## config.mk

```make
export PLATFORM = sky130hd
export DESIGN_NAME = sqsra_top
export DESIGN_NICKNAME = d
export VERILOG_FILES = /design/src/verilog/sqsra_pkg.sv /design/src/verilog/sqsra_top.sv
export SDC_FILE = /design/constraint.sdc
export NUM_CORES = 1
export LEC_CHECK = 0
export BUFFER_PORTS_ARGS = -buffer_cell sky130_fd_sc_hd__buf_2
export CORE_MARGIN = 2
export CORE_UTILIZATION = 35
export CTS_BUF_LIST = sky130_fd_sc_hd__clkbuf_2
export DETAILED_ROUTE_END_ITERATION = 7
export REMOVE_ABC_BUFFERS = 1
export SYNTH_ARGS = -nofsm -noshare
export SYNTH_HDL_FRONTEND = slang
export SYNTH_SLANG_ARGS = --single-unit
```

## constraint.sdc

```tcl
create_clock -name clk -period 3.9 [get_ports clk]
set_input_delay 0.585 -clock clk [delete_from_list [all_inputs] [get_ports clk]]
set_output_delay 0.585 -clock clk [all_outputs]
set_load 0.01 [all_outputs]
```

## src/verilog/sqsra_pkg.sv

```systemverilog
// Package for the queued serial port status and RAM access block.
package sqsra_pkg;
  // Register byte offsets on the Avalon-MM bus.
  localparam logic [11:0] SQSRA_OFF_IRQ_CTRL  = 12'h40c;
  localparam logic [11:0] SQSRA_OFF_ADDR_PTR  = 12'h410;
  localparam logic [11:0] SQSRA_OFF_DATA_WIN  = 12'h414;
  localparam logic [11:0] SQSRA_OFF_DELAY     = 12'h404;
  localparam logic [11:0] SQSRA_OFF_WRAP      = 12'h408;
  // Interrupt and error control, delay and wrap register field positions.
  localparam int SQSRA_B_COLL_ERR_EN   = 15;
  localparam int SQSRA_B_ABORT_ERR_EN  = 14;
  localparam int SQSRA_B_ABORT_LOCK    = 12;
  localparam int SQSRA_B_COLL_IRQ_EN   = 11;
  localparam int SQSRA_B_ABORT_IRQ_EN  = 10;
  localparam int SQSRA_B_FIN_IRQ_EN    = 8;
  localparam int SQSRA_B_COLL_FLAG     = 3;
  localparam int SQSRA_B_ABORT_FLAG    = 2;
  localparam int SQSRA_B_FIN_FLAG      = 0;
  localparam int SQSRA_B_QUEUE_EN      = 15;
  localparam int SQSRA_B_HALT          = 15;
  localparam int SQSRA_B_WRAP_EN       = 14;
  // Writable control bits of the interrupt register.
  localparam logic [15:0] SQSRA_IRQ_CTRL_MASK = 16'hdd00;
  // RAM layout: 48 entries, three sections of 16.
  localparam int SQSRA_RAM_DEPTH = 48;
  localparam logic [5:0] SQSRA_CMD_BASE = 6'h20;
  localparam logic [15:0] SQSRA_DATA_WIN_RST = 16'h0000;
  localparam logic [15:0] SQSRA_RST16 = 16'h0000;

  typedef enum logic [1:0] {
    SQSRA_IDLE = 2'b00,
    SQSRA_RD   = 2'b01,
    SQSRA_RESP = 2'b10
  } sqsra_bus_t;

  // Events coming in from the serial shift engine.
  typedef struct packed {
    logic       cmd_done;   // One-cycle pulse: current command completed.
    logic [3:0] exec_ptr;   // Entry now being executed.
    logic       busy;       // Transfer in progress.
  } sqsra_engine_t;

  typedef struct packed {
    sqsra_bus_t  bus;
    logic        wait_n;
    logic        resp_err;
    logic [31:0] rdata;
    logic [15:0] irq_ctrl;
    logic [2:0]  flags;      // collision, abort, finished
    logic [15:0] delay;
    logic [15:0] wrap;
    logic [5:0]  addr_ptr;
    logic [15:0] data_win;
    logic        irq;
  } sqsra_state_t;
endpackage

```

## src/verilog/sqsra_top.sv

```systemverilog
// Status, error control and indirect RAM access of a queued serial port.
// Behaviour
// Collision error enable: data window write to executing command entry gives bus error.
// Abort error enable: clearing queue enable during transfer gives bus error.
// Abort lockout: CPU cannot clear queue enable; only completion clears it.
// Separate enables gate collision, abort and finished interrupts.
// Collision flag sets on write to executing entry; write one clears.
// Abort flag sets when CPU write clears queue enable during transfer; write one clears.
// Finished flag sets at end-of-queue completion or completion after halt.
// In wraparound mode finished flag sets at every end-of-queue completion.
// RAM holds 48 entries: 16 transmit, 16 receive, 16 command.
// Data window write stores at address pointer then increments pointer.
// Data window read returns entry at pointer then increments pointer.
// Data window read inserts exactly one wait state.
// Address pointer does not wrap at section boundaries.
// Data window is 16-bit read/write at 0x414, reset zero.
// Queue enable starts execution; port clears it when transfer completes.
// Halt request stops execution after current command finishes.
// Command entries written only via upper byte; port never changes them.
// Interrupt output high while any flag and its enable are set.
// Software writes zero to reserved interrupt register bits.
`timescale 1ns/1ps
`default_nettype none
module sqsra_top
  import sqsra_pkg::*;
(
  input  wire logic        clk,                // System clock, 125 MHz.
  input  wire logic        rst,                // Synchronous reset, active high.
  input  wire logic [11:0] avs_address,        // Byte address.
  input  wire logic        avs_read,           // Read request.
  input  wire logic        avs_write,          // Write request.
  input  wire logic [31:0] avs_writedata,      // Write data.
  input  wire logic [3:0]  avs_byteenable,     // Byte lanes.
  output logic [31:0]      avs_readdata,       // Read data.
  output logic             avs_waitrequest,    // Stall.
  output logic [1:0]       avs_response,       // 00 okay, 10 slave error.
  input  wire logic        eng_cmd_done,       // Engine: command completed pulse.
  input  wire logic [3:0]  eng_exec_ptr,       // Engine: executing entry.
  input  wire logic        eng_busy,           // Engine: transfer in progress.
  output logic             queue_enable,       // Run request to the engine.
  output logic             halt_req,           // Halt request to the engine.
  output logic [3:0]       end_of_queue_pointer, // Last entry of the queue.
  output logic             irq                 // Level interrupt.
);
  sqsra_state_t s_r, s_nxt;
  sqsra_engine_t eng;
  logic [15:0] ram_r [SQSRA_RAM_DEPTH];
  logic [15:0] wr_val;
  logic        ram_we;
  logic        hit_irq, hit_ptr, hit_win, hit_dly, hit_wrap;
  logic        is_cmd, coll, end_hit, fin_set;
  logic [15:0] rd_word;

  assign eng = '{cmd_done: eng_cmd_done, exec_ptr: eng_exec_ptr, busy: eng_busy};

  always_comb begin
    s_nxt    = s_r;
    ram_we   = 1'b0;
    wr_val   = avs_writedata[15:0];
    hit_irq  = avs_address == SQSRA_OFF_IRQ_CTRL;
    hit_ptr  = avs_address == SQSRA_OFF_ADDR_PTR;
    hit_win  = avs_address == SQSRA_OFF_DATA_WIN;
    hit_dly  = avs_address == SQSRA_OFF_DELAY;
    hit_wrap = avs_address == SQSRA_OFF_WRAP;
    // Pointers past the last command entry select no entry, so they never collide.
    is_cmd   = (s_r.addr_ptr >= SQSRA_CMD_BASE) && (s_r.addr_ptr < 6'(SQSRA_RAM_DEPTH));
    coll     = eng.busy && is_cmd && (s_r.addr_ptr[3:0] == eng.exec_ptr);
    end_hit  = eng.exec_ptr == s_r.wrap[11:8];
    fin_set  = eng.cmd_done && (end_hit || s_r.wrap[SQSRA_B_HALT]);
    rd_word  = (s_r.addr_ptr < 6'(SQSRA_RAM_DEPTH)) ? ram_r[s_r.addr_ptr] : SQSRA_RST16;
    // Completion events from the engine.
    if (fin_set) begin
      s_nxt.flags[0] = 1'b1;
      if (!s_r.wrap[SQSRA_B_WRAP_EN] || s_r.wrap[SQSRA_B_HALT]) begin
        s_nxt.delay[SQSRA_B_QUEUE_EN] = 1'b0;
      end
    end
    case (s_r.bus)
      SQSRA_IDLE: begin
        s_nxt.resp_err = 1'b0;
        if (avs_write) begin
          s_nxt.bus    = SQSRA_RESP;
          s_nxt.wait_n = 1'b1;
          if (hit_irq) begin
            // Write one clears a flag; the set above is kept when both coincide.
            s_nxt.irq_ctrl = avs_writedata[15:0] & SQSRA_IRQ_CTRL_MASK;
            if (avs_writedata[SQSRA_B_COLL_FLAG]) begin
              s_nxt.flags[2] = 1'b0;
            end
            if (avs_writedata[SQSRA_B_ABORT_FLAG]) begin
              s_nxt.flags[1] = 1'b0;
            end
            if (avs_writedata[SQSRA_B_FIN_FLAG] && !fin_set) begin
              s_nxt.flags[0] = 1'b0;
            end
          end else if (hit_ptr) begin
            s_nxt.addr_ptr = avs_writedata[5:0];
          end else if (hit_win) begin
            if (coll) begin
              s_nxt.flags[2] = 1'b1;
            end
            if (coll && s_r.irq_ctrl[SQSRA_B_COLL_ERR_EN]) begin
              s_nxt.resp_err = 1'b1;
            end else begin
              ram_we = s_r.addr_ptr < 6'(SQSRA_RAM_DEPTH);
              // Command entries take only the upper byte.
              if (is_cmd) begin
                wr_val = {avs_writedata[15:8], 8'h00};
              end
              s_nxt.data_win = wr_val;
              s_nxt.addr_ptr = s_r.addr_ptr + 6'h01;
            end
          end else if (hit_dly) begin
            if (!avs_writedata[SQSRA_B_QUEUE_EN] && s_r.delay[SQSRA_B_QUEUE_EN]) begin
              if (s_r.irq_ctrl[SQSRA_B_ABORT_LOCK]) begin
                // A completion in this same cycle still clears the enable.
                s_nxt.delay = {s_nxt.delay[SQSRA_B_QUEUE_EN], avs_writedata[14:0]};
              end else if (eng.busy && s_r.irq_ctrl[SQSRA_B_ABORT_ERR_EN]) begin
                s_nxt.resp_err = 1'b1;
              end else begin
                s_nxt.delay    = avs_writedata[15:0];
                if (eng.busy) begin
                  s_nxt.flags[1] = 1'b1;
                end
              end
            end else begin
              s_nxt.delay = avs_writedata[15:0];
            end
          end else if (hit_wrap) begin
            s_nxt.wrap = {avs_writedata[15:8], s_r.wrap[7:4], avs_writedata[3:0]};
          end
        end else if (avs_read) begin
          s_nxt.wait_n = 1'b0;
          if (hit_win) begin
            s_nxt.bus = SQSRA_RD;
          end else begin
            s_nxt.bus    = SQSRA_RESP;
            s_nxt.wait_n = 1'b1;
            s_nxt.rdata  = 32'h0000_0000;
            if (hit_irq) begin
              s_nxt.rdata[15:0] = s_r.irq_ctrl
                                | {12'h000, s_r.flags[2], s_r.flags[1], 1'b0, s_r.flags[0]};
            end
            if (hit_ptr) s_nxt.rdata[5:0] = s_r.addr_ptr;
            if (hit_dly) s_nxt.rdata[15:0] = s_r.delay;
            if (hit_wrap) s_nxt.rdata[15:0] = {s_r.wrap[15:8], eng.exec_ptr, s_r.wrap[3:0]};
          end
        end
      end
      SQSRA_RD: begin
        s_nxt.bus      = SQSRA_RESP;
        s_nxt.wait_n   = 1'b1;
        s_nxt.data_win = rd_word;
        s_nxt.rdata    = {16'h0000, rd_word};
        s_nxt.addr_ptr = s_r.addr_ptr + 6'h01;
      end
      SQSRA_RESP: begin
        s_nxt.bus    = SQSRA_IDLE;
        s_nxt.wait_n = 1'b0;
      end
      default: begin
        s_nxt.bus = SQSRA_IDLE;
      end
    endcase
    // Flags bit 2 is collision, bit 1 abort and bit 0 finished.
    s_nxt.irq = (s_nxt.flags[0] && s_nxt.irq_ctrl[SQSRA_B_FIN_IRQ_EN])
             || (s_nxt.flags[1] && s_nxt.irq_ctrl[SQSRA_B_ABORT_IRQ_EN])
             || (s_nxt.flags[2] && s_nxt.irq_ctrl[SQSRA_B_COLL_IRQ_EN]);
  end

  always_ff @(posedge clk) begin
    if (rst) begin
      s_r <= '{bus: SQSRA_IDLE, wait_n: 1'b0, resp_err: 1'b0, rdata: 32'h0000_0000,
               irq_ctrl: SQSRA_RST16, flags: 3'h0, delay: SQSRA_RST16, wrap: SQSRA_RST16,
               addr_ptr: 6'h00, data_win: SQSRA_DATA_WIN_RST, irq: 1'b0};
    end else begin
      s_r <= s_nxt;
    end
  end

  // RAM content is not reset, matching an undefined power-up state.
  always_ff @(posedge clk) begin
    if (ram_we) begin
      ram_r[s_r.addr_ptr] <= wr_val;
    end
  end

  always_comb begin
    avs_readdata         = s_r.rdata;
    avs_waitrequest      = !s_r.wait_n;
    avs_response         = s_r.resp_err ? 2'b10 : 2'b00;
    queue_enable         = s_r.delay[SQSRA_B_QUEUE_EN];
    halt_req             = s_r.wrap[SQSRA_B_HALT];
    end_of_queue_pointer = s_r.wrap[11:8];
    irq                  = s_r.irq;
  end
endmodule
`default_nettype wire

```

; ---- Word-level counts from Yosys, hierarchy flattened
; Memory sizes are Yosys's and may differ from the RTL's. A register that Yosys moved wholly into a read port is not among the register bits.
; Index checks and enable logic that the tools add are counted.
[totals]
mem_count = 1
word_cells = 142
ram_bits = 768
output_inout_bits = 42
regBits = 80
input_bits = 58
[op_classes]
add_sub_neg = 1
n_reduce_logical = 28
order_cmp = 2
eq_ne = 18
mux = 75
bitwise_logic = 5
[mem_list]
columns = name, depth, width, read_ports, rd_ports_with_merged_regs, write_ports, line
row1 = ram_r, 48, 16, 1, 1, 1, sqsra_top.sv:47  ; logic [15:0] ram_r [SQSRA_RAM_DEPTH];
[op_table]
columns = cell, count
row1 = two-way mux 16 bit, 11
row2 = two-way mux 32 bit, 5
row3 = two-way mux 69 bit, 1
row4 = one-hot mux 32 bit (2 select lines), 1
row5 = "equality test 12 x 11 -> 1 bit, second input constant", 5
row6 = two-way mux 8 bit, 7
row7 = two-way mux 54 bit, 1
row8 = two-way mux 47 bit, 1
row9 = two-way mux 22 bit, 2
row10 = one-hot mux 22 bit (2 select lines), 1
row11 = two-way mux 1 bit, 31
row12 = two-way mux 6 bit, 4
row13 = bitwise OR 16 x 4 -> 16 bit, 1
row14 = AND reduction 7 bit, 2
row15 = two-way mux 12 bit, 1
row16 = "!= test 3 bit, second input constant", 4
row17 = logical AND 1 bit, 11
row18 = two-way mux 2 bit, 5
row19 = "!= test 2 bit, second input constant", 5
row20 = equality test 4 bit, 2
row21 = "adder 6 x 1 -> 6 bit, second input constant", 1
row22 = "greater-or-equal comparator 6 bit, second input constant", 1
row23 = "< comparator 6 bit, second input constant", 1
row24 = two-way mux 3 bit, 2
row25 = 14 further kinds, 23

; ---- Depth between registers and ports, before layout
[logic_depth]
word_depth = 16
mapped_depth = 11
ltp_nobuf = 8

; ---- Worst setup path before layout
; No wires, ideal clock.
[synth_timing]
kind = input -> register
from = in avs_address[0]
to = mem ram_r[32][0], enable pin
path_stages = 6
path_slack_ps = -37
arrival_time_ps = 3528
t_required_ps = 3491
path_buffers = 1
cell_sequence = or4_4 nor4_4 nand3_1 a2111o_1 clkbuf_1 nor3_1
[synth_between]
elab_chain_len = 8
[synth_lines]
columns = element, line
row1 = from (decl), sqsra_top.sv:29  ; input wire logic [11:0] avs_address,
row2 = equality test 12 x 11 -> 1 bit, sqsra_top.sv:62  ; hit_win = avs_address == SQSRA_OFF_DATA_WIN;
row3 = two-way mux 1 bit, sqsra_top.sv:98  ; end else if (hit_win) begin
row4 = two-way mux 1 bit, sqsra_top.sv:96  ; end else if (hit_ptr) begin
row5 = two-way mux 1 bit (*), sqsra_top.sv:84  ; if (hit_irq) begin
row6 = two-way mux 1 bit (*), sqsra_top.sv:81  ; if (avs_write) begin
row7 = two-way mux 1 bit (*), sqsra_top.sv:78  ; case (s_r.bus)
row8 = two-way mux 1 bit (*), sqsra_top.sv:183  ; if (ram_we) begin
row9 = two-way mux 1 bit (implied by the code) (*), sqsra_top.sv:184  ; ram_r[s_r.addr_ptr] <= wr_val;
row10 = to (decl), sqsra_top.sv:47
; Mark *: on every way between the ends. The rest lies on a longest branch, timed or not.

==> summary.md <==
| Metric | Value |
|---|---|
| Peak VDD IR | `between 0.2 and 0.25 mV` |
| Max Fclk | `0.267 GHz` |
| Crit-path slowest cell | `dlygate4sd3_1` |
| Setup Slack @ Placement | `0.374 ns` |
| Crit path launch type | `register` |
| Drt pass-1 iters | `8` |
| Final setup vio count | `0` |
| Post-synth top area share | `69.2%` |
| Status | `finished clean` |
| WP data arrival | `5.04 ns` |
| H-tree levels | `4` |
| # nets final | `2202` |
| Synth area leaders | `edfxtp_1, mux4_2, dfxtp_1` |
| Share of cells above drive strength 1 | `31.3%` |
| Clk_skew | `0.0899 ns` |
| Vias/cell | `5.30` |
| Initial drt markers | `2323` |
| Hold Fails Final Rpt | `0` |
| # port buffers | `62` |
| Total core area | `94700 um2` |
| Fraction of registers with async set/reset | `0%` |
| Commonest cells after routing, fill and taps aside | `edfxtp_1, clkbuf_2, mux4_2, buf_4, nand2_1` |
| Post-Syn Area | `33300 um2` |
| Leak | `12.0 nW` |
| Detailed placement HPWL | `52500 um` |
| Initial antenna violation count | `2` |
| CTS buffer count | `around 200` |
| First-pass GRT wire length | `126000 um` |
| Die area | `97700 um2` |
| CP bufs+invs | `3` |
| Grt ovf | `0` |
| Max-cap check violation count | `0` |
| RSZ-0062 raised after global routing | `no` |
| WL final | `86600 um` |
| Yosys top cell by area | `edfxtp_1` |
| Register area share after synthesis | `approximately three quarters` |
| Yosys warns | `0` |
| Pin count of the biggest net entering global routing | `52` |
| Ports | `100` |
| Slew @ Worst Pin | `1.24 ns` |
| Routed Antenna Nets | `0` |
| Yosys reg bits | `838` |
| Cells after Synth | `approximately 1800` |
| Min-Delay Path Class | `input pin to register` |
| Post-route setup slack | `0.149 ns` |
| Setup crit end kind | `register` |
| Worst path max stage delay | `0.64 ns` |
| Vias in the first global route | `19182` |
| Drt wl/cell | `24.3 um` |
| Max Buffers Root-to-Sink | `3` |
| Die width | `313 um` |
| CTS tree | `yes` |
| Period utilisation layout | `between 90% and 100%` |
| Filler instances | `8600` |
| EDFF count, synth | `768` |
| Area Growth Syn to Fin | `14.8%` |
| Via count | `18915` |
| Residual DRC count | `0` |
| Synth cell types | `between 60 and 70` |
| Sequence of cells on the critical path | `xnor2_1 > nand4_1 > dlygate4sd3_1 > o311ai_0 > and2_2 > a21oi_1 > dlygate4sd3_1 > a211oi_1 > dlygate4sd3_1` |
| Syn avg cell area | `18.4 um2` |
| Die H | `313 um` |
| Crit Path Max Fanout | `13` |
| Post-synth top flop | `edfxtp_1` |
| Critical path class | `register to register` |
| RD Place Congestion | `0.871` |
| Post-layout util | `40.4%` |
| Clk Tree Root Cell | `clkbuf_2` |
| Most common cell after layout, fill and taps aside | `edfxtp_1` |
| Tot GR Track Use | `17.6%` |
| Tmin final | `3.75 ns` |
| Clock transition at the registers of the reported paths | `0.12 ns` |
| Worst skew pair latency | `1.42 ns` |
| Site Rows | `113` |
| FF/Latch Area | `24500 um2` |
| Delay-heaviest family, CP | `buffers and inverters` |
| Final Max Tran Viols | `0` |
| CTS Sinks | `838` |
| Cell mode on critical path | `dlygate4sd3_1` |
| Starting Density | `a little over a third` |
| Max-slew headroom | `17.5%` |
| Worst Path Required | `5.19 ns` |
| Area of the multi-input gates | `approximately 8200 um2` |
| Pwr dens | `415 nW/um2` |
## through the flow
step                TNS, ns  power [mW]  area, um2  hold WS [ns]  cells
floorplan            -55.84        10.1      32700         0.421   1686
global placement          0        10.3      35600         0.435   3124
detailed placement        0        10.3      35600         0.446   3124
CTS                       0        16.0      38300        0.0220   3565
global route              0        16.5      38300         0.107   3566
finish                    0        15.9      38300         0.190   3566
## final cells by class
cell class / instances / area share, %
Multi-Input combinational cell: 832 / 21.5
Clock inverter: 64 / 0.929
Inverter: 16 / 0.157
Timing Repair Buffer: 250 / 5.43
Sequential cell: 838 / 64.0
Antenna cell: 1 / 0.00654
Tap cell: 1265 / 4.14
Clock buffer: 300 / 3.92
## timing repair
item,CTS,global route
hold endpoints to repair,783,0
setup buffers,0,0
endpoints found under the setup margin,0,12
gates resized for setup,0,4
hold buffers,77,0
## cells in the mapped netlist, types with 9 or more instances
| master | instances |
|---|---|
| a211oi_1 | 9 |
| a21oi_1 | 69 |
| a22o_1 | 10 |
| a22oi_1 | 18 |
| and2_1 | 14 |
| buf_1 | 16 |
| buf_2 | 33 |
| buf_4 | 40 |
| clkbuf_1 | 48 |
| dfxtp_1 | 70 |
| edfxtp_1 | 768 |
| inv_1 | 16 |
| mux2_2 | 10 |
| mux2i_1 | 75 |
| mux4_2 | 182 |
| nand2_1 | 88 |
| nand2b_1 | 16 |
| nand3_1 | 30 |
| nor2_1 | 79 |
| nor2b_1 | 12 |
| nor3_1 | 26 |
| o21ai_0 | 34 |
| o22ai_1 | 10 |
| xnor2_1 | 9 |
## path summary, 6_finish.rpt
| kind | from | to | slack, ns | depth (start not counted) |
|---|---|---|---|---|
| setup / recovery | s_r[18] | register | 0.15 | 9 |
| hold / removal | avs_write | s_r[109] | 0.19 | 4 |
| setup reg to reg | s_r[18] | register | 0.15 | 9 |
| hold reg to reg | s_r[25] | s_r[25] | 0.45 | 2 |
## tightest hold or removal path, cell delays in order
cell and delay (ns):
dlygate4sd3_1 0.54, buf_2 0.18, a21oi_1 0.16, nor3_1 0.08
## flip-flops by register name (all words and copies together) (netlist names), named ones only
register / cells
irq: 1
s_r: 41
ram_r: 768
avs_readdata: 16
halt_req: 1
queue_enable: 1
end_of_queue_pointer: 4
## metal layers
layer	wire length (um)	GRT usage (%)
met3	6230	3.54
met1	35800	23.7
met5	0	0
met2	42200	28.6
met4	2420	6.26
## power by group
part	internal [mW]	switching, mW
registers	9.79	0.00765
logic	0.0922	0.259
clock network	2.22	3.50
total	12.1	3.77
## kinds of logic after synthesis
kind of cell	share of synthesized area, %
simple gates	4.63
compound gates	4.36
buf+inv	2.33
mux	14.9
other cells	0.0113
fa+ha+maj	0.150
xor+xnor	0.236
flops	73.4
Power figures use the tool's default switching activity.
